==> src/design/bcdc_pkg.sv <==
package bcdc_pkg;

  // Register address and control bit positions.
  localparam logic [31:0] BCDC_CTRL_ADDR   = 32'h0000_01D9;
  localparam int          BCDC_CTRL_W      = 64;
  localparam int          BIT_REC_EN       = 0;
  localparam int          BIT_STEP_BRANCH  = 1;
  localparam int          BIT_MSG_EN       = 6;
  localparam int          BIT_STORE_EN     = 7;
  localparam int          BIT_STORE_IRQ    = 8;
  localparam int          BIT_SKIP_PRIV    = 9;
  localparam int          BIT_SKIP_USER    = 10;
  localparam int          BIT_HOLD_REC     = 11;
  localparam int          BIT_HOLD_CNT     = 12;
  localparam int          BIT_HOLD_MGMT    = 14;
  localparam int          BIT_TX_DEBUG     = 15;

  // Masks and reset value of the control register.
  localparam logic [63:0] CTRL_RESET       = 64'h0000_0000_0000_0000;
  localparam logic [63:0] CTRL_WR_MASK     = 64'h0000_0000_0000_DFC3;
  localparam logic [63:0] CTRL_DBG_CLR     = 64'h0000_0000_0000_0003;
  localparam logic [63:0] CTRL_MGMT_CLR    = 64'h0000_0000_0000_00C3;
  localparam logic [1:0]  PRIV_KERNEL      = 2'h0;

  // Management-mode tracking, one-hot.
  typedef enum logic [1:0] {
    MODE_RUN  = 2'b01,
    MODE_HELD = 2'b10
  } bcdc_mode_e;

  // Core events, each a one-cycle pulse or a qualifier of one.
  typedef struct packed {
    logic branchTaken;
    logic intrTaken;
    logic excTaken;
    logic excIsDebug;
    logic instrRetire;
    logic instrIsBranch;
    logic debugExcRaise;
  } bcdc_evt_s;

  // One-cycle requests issued to the rest of the core.
  typedef struct packed {
    logic recordPush;
    logic traceMsgSend;
    logic traceStoreWrite;
    logic traceStoreIrq;
    logic traceStoreWrap;
    logic stepTrapReq;
    logic counterEnClear;
    logic counterEnSet;
    logic wlcHistoryReset;
    logic txResumeAtBegin;
    logic txDebugExcReq;
    logic txFallback;
  } bcdc_pulse_s;

endpackage

==> src/design/bcdc_pulse_reg.sv <==
`timescale 1ns/1ps
// Registers a vector of next values so every request leaves on a flop edge.
module bcdc_pulse_reg #(
  parameter int WIDTH = 1
) (
  input  wire logic             core_clk, // Core clock.
  input  wire logic             nrst,     // Synchronous reset, active low.
  input  wire logic [WIDTH-1:0] dIn,      // Next value.
  output logic      [WIDTH-1:0] qOut      // Registered value.
);

  ////////////////////////////////////////////////////////////////////////
  // Plain register, cleared to zero so no request leaks out of reset.
  always_ff @(posedge core_clk) begin
    if (!nrst) begin
      qOut <= '0;
    end else begin
      qOut <= dIn;
    end
  end

endmodule // bcdc_pulse_reg

==> src/design/bcdc_save_store.sv <==
`timescale 1ns/1ps
// Holds the control word captured on management-mode entry.
module bcdc_save_store #(
  parameter int WIDTH = 64
) (
  input  wire logic             core_clk, // Core clock.
  input  wire logic             nrst,     // Synchronous reset, active low.
  input  wire logic             saveEn,   // Capture strobe.
  input  wire logic [WIDTH-1:0] saveData, // Word to capture.
  output logic      [WIDTH-1:0] savedWord // Captured word, from a register.
);
  import bcdc_pkg::*;

  logic [WIDTH-1:0] word_d;

  ////////////////////////////////////////////////////////////////////////
  // Keep the old copy unless a new entry captures over it.
  always_comb begin
    word_d = savedWord;
    if (saveEn) begin
      word_d = saveData;
    end
  end

  always_ff @(posedge core_clk) begin
    if (!nrst) begin
      savedWord <= CTRL_RESET[WIDTH-1:0];
    end else begin
      savedWord <= word_d;
    end
  end

endmodule // bcdc_save_store

==> src/design/bcdc_debug_ctl.sv <==
`timescale 1ns/1ps
// Summary of operation
// - Record enable on: push taken branches, interrupts, non-debug exceptions to records.
// - Debug exception clears record enable; stored records stay untouched.
// - Step-on-branch with trap flag: single-step trap only after branching instructions.
// - Any debug exception clears the step-on-branch control.
// - Message enable on: send a branch trace message per taken branch, interrupt, non-debug exception.
// - Store enable on: log branch trace messages into the memory trace buffer.
// - Store interrupt enable: interrupt when buffer full, else wrap the buffer.
// - Skip-privileged set: no trace store or message at privilege level zero.
// - Skip-user set: no trace store or message above privilege level zero.
// - Hold-records set: freeze branch records on a counter overflow interrupt.
// - Hold-counters set: freeze all performance counters on counter overflow interrupt.
// - Management hold: on entry clear counter enables, save control, clear four enables.
// - Management return: set counter enables and restore the saved control word.
// - Workload history is reset on held entry and on return, if classification on.
// - Transaction debugging enabled only with control bit 15 and breakpoint bit both set.
// - Debug exception keeps message enable; records may update while messages enabled.
// - Both transaction controls: debug abort resumes at begin and raises debug exception.
module bcdc_debug_ctl #(
  parameter bit MSG_KEEPS_RECORDS = 1'b1
) (
  input  wire logic                  core_clk,          // Core clock, 20 MHz.
  input  wire logic                  nrst,              // Synchronous reset, active low.
  input  wire logic                  msrWrEn,           // Register write strobe.
  input  wire logic                  msrRdEn,           // Register read strobe.
  input  wire logic [31:0]           msrAddr,           // Register address.
  input  wire logic [63:0]           msrWrData,         // Write data.
  output logic      [63:0]           msrRdData,         // Read data, registered.
  output logic                       msrRdValid,        // Read data valid pulse.
  output logic                       msrAccessFault,    // Unmapped access pulse.
  input  wire bcdc_pkg::bcdc_evt_s   evt,               // Core event pulses.
  input  wire logic                  trapStepFlag,      // Trap step flag of the flags word.
  input  wire logic [1:0]            privilegeLevel,    // Current privilege level.
  input  wire logic                  counterOverflowIrq, // Counter overflow interrupt request.
  input  wire logic                  mgmtIrqDeliver,    // Management interrupt delivered.
  input  wire logic                  mgmtReturn,        // Management return executed.
  input  wire logic                  wlcEnable,         // Workload classification enabled.
  input  wire logic                  traceBufFull,      // Trace buffer has no free slot.
  input  wire logic                  bpTxDebug,         // Breakpoint-control transaction bit.
  input  wire logic                  txAbortDebug,      // Abort by debug or breakpoint trap.
  output bcdc_pkg::bcdc_pulse_s      pulses,            // One-cycle requests to the core.
  output logic                       recordsFrozen,     // Branch records frozen.
  output logic                       countersFrozen,    // Performance counters frozen.
  output logic                       txDebugEnabled,    // Transaction debugging active.
  output logic                       inMgmtHold,        // Saved control awaiting return.
  output logic      [63:0]           debugControl       // Current control word.
);
  import bcdc_pkg::*;

  logic [63:0]  ctrl_d;
  logic [63:0]  ctrl_q;
  bcdc_mode_e   mode_d;
  bcdc_mode_e   mode_q;
  logic         recFrz_d;
  logic         recFrz_q;
  logic         cntFrz_d;
  logic         cntFrz_q;
  logic         txEn_d;
  logic         txEn_q;
  logic [63:0]  rdData_d;
  logic [63:0]  rdData_q;
  logic         rdValid_d;
  logic         rdValid_q;
  logic         fault_d;
  logic         fault_q;
  logic [63:0]  savedCtrl;
  logic         saveNow;
  logic         restoreNow;
  logic         addrHit;
  logic         ctrlWrite;
  logic         traceEvent;
  logic         traceAllowed;
  bcdc_pulse_s  pulse_d;

  ////////////////////////////////////////////////////////////////////////
  // Register access decode.
  assign addrHit   = (msrAddr == BCDC_CTRL_ADDR);
  assign ctrlWrite = msrWrEn && addrHit;

  // Management entry saves only when the hold control is on; return restores only
  // a copy that was really taken, so a stray return cannot load stale state.
  assign saveNow    = mgmtIrqDeliver && ctrl_q[BIT_HOLD_MGMT];
  assign restoreNow = mgmtReturn && (mode_q == MODE_HELD);

  ////////////////////////////////////////////////////////////////////////
  // Control word next value. Software write lands first, then restore, then the
  // hardware clears, so a clear raised in the same cycle as a write is never lost.
  always_comb begin
    ctrl_d = ctrl_q;
    if (ctrlWrite) begin
      ctrl_d = msrWrData & CTRL_WR_MASK;
    end
    if (restoreNow) begin
      ctrl_d = savedCtrl & CTRL_WR_MASK;
    end
    if (saveNow) begin
      ctrl_d = ctrl_d & ~CTRL_MGMT_CLR;
    end
    if (evt.debugExcRaise) begin
      // Message enable is left alone on a debug exception.
      ctrl_d = ctrl_d & ~CTRL_DBG_CLR;
    end
  end

  always_ff @(posedge core_clk) begin
    if (!nrst) begin
      ctrl_q <= CTRL_RESET;
    end else begin
      ctrl_q <= ctrl_d;
    end
  end

  ////////////////////////////////////////////////////////////////////////
  // Saved copy of the control word taken at management entry.
  bcdc_save_store #(
    .WIDTH (BCDC_CTRL_W)
  ) u_save (
    .core_clk  (core_clk),
    .nrst      (nrst),
    .saveEn    (saveNow),
    .saveData  (ctrl_q),
    .savedWord (savedCtrl)
  );

  ////////////////////////////////////////////////////////////////////////
  // Management mode tracking: held from a saving entry until its return.
  always_comb begin
    mode_d = mode_q;
    case (mode_q)
      MODE_RUN: begin
        if (saveNow) begin
          mode_d = MODE_HELD;
        end
      end
      MODE_HELD: begin
        if (mgmtReturn) begin
          mode_d = MODE_RUN;
        end
      end
      default: begin
        mode_d = MODE_RUN;
      end
    endcase
  end

  always_ff @(posedge core_clk) begin
    if (!nrst) begin
      mode_q <= MODE_RUN;
    end else begin
      mode_q <= mode_d;
    end
  end

  ////////////////////////////////////////////////////////////////////////
  // Freeze flags. An overflow request sets each one whose hold control is on; any control write releases
  // them. Set wins over the release when both come in the same cycle.
  always_comb begin
    recFrz_d = recFrz_q;
    cntFrz_d = cntFrz_q;
    if (ctrlWrite) begin
      recFrz_d = 1'b0;
      cntFrz_d = 1'b0;
    end
    if (counterOverflowIrq && ctrl_q[BIT_HOLD_REC]) begin
      recFrz_d = 1'b1;
    end
    if (counterOverflowIrq && ctrl_q[BIT_HOLD_CNT]) begin
      cntFrz_d = 1'b1;
    end
  end

  always_ff @(posedge core_clk) begin
    if (!nrst) begin
      recFrz_q <= 1'b0;
      cntFrz_q <= 1'b0;
    end else begin
      recFrz_q <= recFrz_d;
      cntFrz_q <= cntFrz_d;
    end
  end

  ////////////////////////////////////////////////////////////////////////
  // Transaction debug enable follows both controls with one cycle of latency.
  always_comb begin
    txEn_d = ctrl_q[BIT_TX_DEBUG] && bpTxDebug;
  end

  always_ff @(posedge core_clk) begin
    if (!nrst) begin
      txEn_q <= 1'b0;
    end else begin
      txEn_q <= txEn_d;
    end
  end

  ////////////////////////////////////////////////////////////////////////
  // Trace qualification. Debug exceptions are never recorded or traced, and
  // the privilege filters cover both stores and messages.
  assign traceEvent = evt.branchTaken || evt.intrTaken ||
                      (evt.excTaken && !evt.excIsDebug);
  assign traceAllowed =
      !(ctrl_q[BIT_SKIP_PRIV] && (privilegeLevel == PRIV_KERNEL)) &&
      !(ctrl_q[BIT_SKIP_USER] && (privilegeLevel != PRIV_KERNEL));

  ////////////////////////////////////////////////////////////////////////
  // Request pulses for the core, registered in the pulse stage below.
  always_comb begin
    pulse_d = '0;
    // Record pushes also run under message enable on cores that build messages
    // from the record stack; the parameter picks that behaviour.
    pulse_d.recordPush = traceEvent && !recFrz_q &&
                         (ctrl_q[BIT_REC_EN] ||
                          (MSG_KEEPS_RECORDS && ctrl_q[BIT_MSG_EN]));
    pulse_d.traceMsgSend    = traceEvent && traceAllowed && ctrl_q[BIT_MSG_EN];
    pulse_d.traceStoreWrite = traceEvent && traceAllowed && ctrl_q[BIT_STORE_EN];
    // A store into a full buffer either interrupts or wraps the write pointer.
    pulse_d.traceStoreIrq  = pulse_d.traceStoreWrite && traceBufFull &&
                             ctrl_q[BIT_STORE_IRQ];
    pulse_d.traceStoreWrap = pulse_d.traceStoreWrite && traceBufFull &&
                             !ctrl_q[BIT_STORE_IRQ];
    // Step-on-branch narrows the trap to instructions that branched.
    pulse_d.stepTrapReq = evt.instrRetire && trapStepFlag &&
                          (!ctrl_q[BIT_STEP_BRANCH] || evt.instrIsBranch);
    pulse_d.counterEnClear  = saveNow;
    pulse_d.counterEnSet    = restoreNow;
    pulse_d.wlcHistoryReset = wlcEnable && (saveNow || restoreNow);
    // Abort under active transaction debugging returns to the begin op with a
    // debug exception; otherwise the core takes the fallback address.
    pulse_d.txResumeAtBegin = txAbortDebug && txEn_q;
    pulse_d.txDebugExcReq   = txAbortDebug && txEn_q;
    pulse_d.txFallback      = txAbortDebug && !txEn_q;
  end

  bcdc_pulse_reg #(
    .WIDTH ($bits(bcdc_pulse_s))
  ) u_pulse (
    .core_clk (core_clk),
    .nrst     (nrst),
    .dIn      (pulse_d),
    .qOut     (pulses)
  );

  ////////////////////////////////////////////////////////////////////////
  // Register read path. Reserved bits are already zero in the stored word.
  always_comb begin
    rdData_d  = rdData_q;
    rdValid_d = 1'b0;
    fault_d   = 1'b0;
    if (msrRdEn && addrHit) begin
      rdData_d  = ctrl_q;
      rdValid_d = 1'b1;
    end
    if ((msrRdEn || msrWrEn) && !addrHit) begin
      fault_d = 1'b1;
    end
  end

  always_ff @(posedge core_clk) begin
    if (!nrst) begin
      rdData_q  <= CTRL_RESET;
      rdValid_q <= 1'b0;
      fault_q   <= 1'b0;
    end else begin
      rdData_q  <= rdData_d;
      rdValid_q <= rdValid_d;
      fault_q   <= fault_d;
    end
  end

  ////////////////////////////////////////////////////////////////////////
  // Outputs, all from flops; inMgmtHold is a compare on mode_q.
  assign msrRdData      = rdData_q;
  assign msrRdValid     = rdValid_q;
  assign msrAccessFault = fault_q;
  assign recordsFrozen  = recFrz_q;
  assign countersFrozen = cntFrz_q;
  assign txDebugEnabled = txEn_q;
  assign inMgmtHold     = (mode_q == MODE_HELD);
  assign debugControl   = ctrl_q;

endmodule // bcdc_debug_ctl

==> config.mk <==
export PLATFORM = sky130hd
export DESIGN_NAME = bcdc_debug_ctl
export DESIGN_NICKNAME = d
export VERILOG_FILES = /design/src/design/bcdc_pkg.sv /design/src/design/bcdc_pulse_reg.sv /design/src/design/bcdc_save_store.sv /design/src/design/bcdc_debug_ctl.sv
export SDC_FILE = /design/constraint.sdc
export NUM_CORES = 1
export LEC_CHECK = 0
export ABC_AREA = 1
export BUFFER_PORTS_ARGS = -buffer_cell sky130_fd_sc_hd__buf_4
export CAP_MARGIN = 20
export CORE_MARGIN = 5
export CORE_UTILIZATION = 53
export CTS_BUF_LIST = sky130_fd_sc_hd__clkbuf_4 sky130_fd_sc_hd__clkbuf_8
export DETAILED_ROUTE_END_ITERATION = 10
export PLACE_DENSITY = 0.9
export SLEW_MARGIN = 15
export SYNTH_ARGS = -nofsm -noshare
export SYNTH_HDL_FRONTEND = slang
export SYNTH_HIERARCHICAL = 1
export SYNTH_SLANG_ARGS = --single-unit
==> constraint.sdc <==
create_clock -name core_clk -period 2.6 [get_ports core_clk]
set_input_delay 0.13 -clock core_clk [delete_from_list [all_inputs] [get_ports core_clk]]
set_output_delay 0.13 -clock core_clk [all_outputs]
set_load 0.02 [all_outputs]
======== After elaboration in Yosys (flattened, before gate mapping) ========
Index checks and enable logic that the tools add are counted.
W data, S select, Z words.
word-level totals
  input port bits ......................... 117
  flip-flop bits (word level) ............. 163
  word-level logic and storage cells ...... 74
  output and inout port bits .............. 146
operators by class
  reductions and logical operators ........ 46
  muxes and demuxes ....................... 11
  bitwise gates (word level) .............. 1
  eq/ne operators ......................... 5
operator list
  operator               number
  $mux W64               2
  $eq A32 B9 Y1 const B  1
  $logic_and A1 B1 Y1    25
  $logic_not A1 Y1       8
  $mux W8                1
  $reduce_bool A2 Y1     4
  $logic_or A1 B1 Y1     6
  $mux W1                5
  $mux W2                2
  $ne A2 B2 Y1 const B   2
  $pmux W2 S2            1
  $reduce_or A3 Y1       1
  $eq A2 B1 Y1 const B   1
  $eq A2 B2 Y1 const B   1
  $logic_not A2 Y1       1
  $reduce_and A2 Y1      1
  $not A1 Y1             1

======== Depth between registers and ports, before layout ========
  depth in word-level cells ............... 8
  gate-level depth with buffers ........... 10
  gate-level depth less buffers ........... 10

======== Hierarchy ========
The synthesis kept the hierarchy.
modules (own cells, without submodules)
  module           area each (um^2)  seq. area each (um^2)  cells an instance  times used
  bcdc_save_store  2670.1            1281.2                 405                1
  bcdc_debug_ctl   2558.7            580.6                  402                1
  bcdc_pulse_reg   341.6             240.2                  37                 1

======== Worst setup path before layout ========
Ideal clock, no wire load.
  path kind ............................... reg2reg
  start ................................... register mode_q[1]
  end ..................................... register ctrl_q[0], in the netlist debugControl[0]
  clock period less this slack ............ 1.283 ns
  arrival time ............................ 1.168 ns
  cell stages (with the launch flop) ...... 9
  slack ................................... 1.317 ns
  cell sequence ........................... dfxtp_1 inv_1 nor2_2 nand2_2 buf_2 nand2_1 nand2_1 a21oi_1 nor2_1
between the ends
  word-level cells in the longest chain between the ends .. 3
ends and longest elaborated chain
  item                                            line                   RTL
  start, declared                                 bcdc_debug_ctl.sv:54   bcdc_mode_e mode_q;
  start signal, assigned                          bcdc_debug_ctl.sv:151  mode_q <= mode_d;
  $eq A2 B2 Y1 *                                  -
  named net inMgmtHold                            bcdc_debug_ctl.sv:46   output logic inMgmtHold,
  $logic_and A1 B1 Y1 *                           bcdc_debug_ctl.sv:84   assign restoreNow = mgmtReturn && (mode_q == MODE_HELD);
  $mux W64 or $reduce_bool A2 Y1 (tied branches)  -
  end signal, assigned                            bcdc_debug_ctl.sv:110  ctrl_q <= ctrl_d;
  end, declared                                   bcdc_debug_ctl.sv:52   logic [63:0] ctrl_q;
The timed path passes the listed nets; every way through them passes the cells marked *.
A chain may end at the register's enable or synchronous reset.

==> impl_metrics.yaml <==
status:
  outcome: "completed"
power:
  intPower_w: 0.00109
  power_density_mw_per_mm2: 417
  comb_power_share: 0.195
  leakage_nw: 2.21
  ir_drop_mv: 0.543
  power.switching_w: 0.000503
  switching_share: 0.317
  seqPwrFrac: 0.508
  power.share.clock: 0.297
  p_total_w: 0.00159
finish:
  fin_util: 0.603
  n_fill_cell: 555
  multiInputGateArea_mm2: 0.00155
  final_common_cell: "nand2_1"
  seq_area_mm2: 0.00104
  layout.nets: 719
  area_growth_pct: 11.8
  diodes: 0
  layout_common_cells: "nand2_1 (119), conb_1 (106), buf_4 (104)"
  drive_gt1_frac: 0.212
sta:
  max_slew_margin: 0.450
  timing.fmax_mhz: 642
  rsz0062_at_grt: "no"
  finalSetupViolCount: 0
  tightestPinTransition_ns: 0.825
  tns_ns: 0
  period_minus_slack_ns: 1.56
  skew_ns: 0.00907
  slew_viol_final: 0
  hold_viol: 0
  period_share: 0.599
routing:
  vias: 2992
  route.detailed.drc: 0
  ant_nets: 0
  wl_per_cell_um: 12.2
  first_pass_iters: 5
  drt_wl_total_um: 8320
  vias_per_cell: 4.40
  first_iter_violations: 212
grt:
  grt_pass1_wl_um: 13100
  grt_max_degree: 45
  grt.total_usage: 0.194
  grt_pass1_vias: 2746
  antenna_found_initial: 0
  grt_overflow: 0
clock_tree:
  cts_resized: 0
  worst_skew_pair.late_latency_ns: 0.31
  clk_pin_slew_worst_paths_ns: 0.10
  cts_tree: "yes"
  numCtsBuffers: 5
  clock_path_buffers: 2
  htree_levels: 2
  root_buffer: "clkbuf_8"
  postCtsSetupRepairBufs: 0
  postCtsHoldBufs: 0
  cts.sinks: 52
critical_path:
  reg2reg_depth: 5
  rrSetupSlack_ns: 1.04
  path_class: "flop to flop"
  start_kind: "flop"
  r2r_start: "debugControl[14]"
  arrival_ns: 1.77
  required_ns: 2.81
  regToRegEndpoint: "debugControl[0]"
  endpoint_kind: "flop"
  worst-path-max-fanout: 25
placed_design:
  gp_congestion: 0.831
  hpwl_um: 6560
  numPortBuffers: 103
logic_synthesis:
  synth_warnings: 6
  synth_area_mm2: 0.00341
  netlist_instances: 514
  syn_avg_cell_area_um2: 6.63
hold_path:
  hold_depth: 3
  min_from: "bpTxDebug"
  whs_endpoint: "txDebugEnabled"
  hold_class: "input pin to flop"
floorplanning:
  dieHeight_um: 90.2
  row_count: 29
  core_area_mm2: 0.00631
  initial_core_util: 0.540
  die_w_um: 90.2
  ios: 263
  die-area_mm2: 0.00813
job:
  cap_violations: 0
## flip-flops by register name, indices dropped and copies added, names as in the netlist
signal / cells
mode_q: 2
txDebugEnabled: 1
msrRdValid: 1
u_pulse/qOut: 12
u_save/savedWord: 11
recordsFrozen: 1
countersFrozen: 1
debugControl: 11
msrRdData: 11
msrAccessFault: 1
## critical path, cell delays in order (launching register included)
cell and delay [ns]:
dfxtp_1 0.39, nand2_1 0.15, inv_1 0.61, nor3_1 0.14
nand2_1 0.12, nor2_1 0.04
## worst max path at each step
| stage | start | endpoint | slack (ns) |
|---|---|---|---|
| after floorplan | mode_q[1] | debugControl[0] | 1.32 |
| after global placement | msrAddr[13] | msrRdData[9] | 1.00 |
| after detailed placement | msrAddr[1] | debugControl[6] | 0.90 |
| after CTS | debugControl[14] | debugControl[0] | 1.06 |
| after global routing | debugControl[14] | debugControl[6] | 0.92 |
| final | debugControl[14] | debugControl[0] | 1.04 |
## layer usage
layer,wire length (um),vias up,global-route usage
li1,-,1499,-
met1,3000,1341,0.216
met2,4430,145,0.368
met3,846,7,0.0551
met4,48,0,0.0310
met5,0,-,0
## final cells by class
cell class                 count  area share
clock inverter                 3     0.00558
timing repair buffer         104       0.205
sequential                    52       0.273
clock buffer                   5      0.0181
inverter                      67      0.0660
multi-input combinational    372       0.407
tap                           77      0.0253
## power groups by stage
| stage | clock network, W | registers, W | logic, W |
|---|---|---|---|
| floorplan | 0 | 0.000830 | 0.000327 |
| global placement | 0 | 0.000826 | 0.000298 |
| detailed placement | 0 | 0.000827 | 0.000303 |
| CTS | 0.000479 | 0.000808 | 0.000303 |
| global route | 0.000516 | 0.000809 | 0.000338 |
| finish | 0.000472 | 0.000808 | 0.000310 |
## stage by stage
| stage | setup slack [ns] | hold WS, ns | cells | instance area [um^2] |
|---|---|---|---|---|
| final | 1.04 | 0.0415 | 680 | 3810 |
| after global placement | 1.00 | 0.364 | 672 | 3720 |
| after global routing | 0.919 | 0.0530 | 680 | 3810 |
| after detailed placement | 0.901 | 0.366 | 672 | 3720 |
| after CTS | 1.06 | 0.0346 | 680 | 3810 |
| after floorplan | 1.32 | 0.223 | 619 | 3800 |
Note: power is estimated with default switching activity, not from simulation.
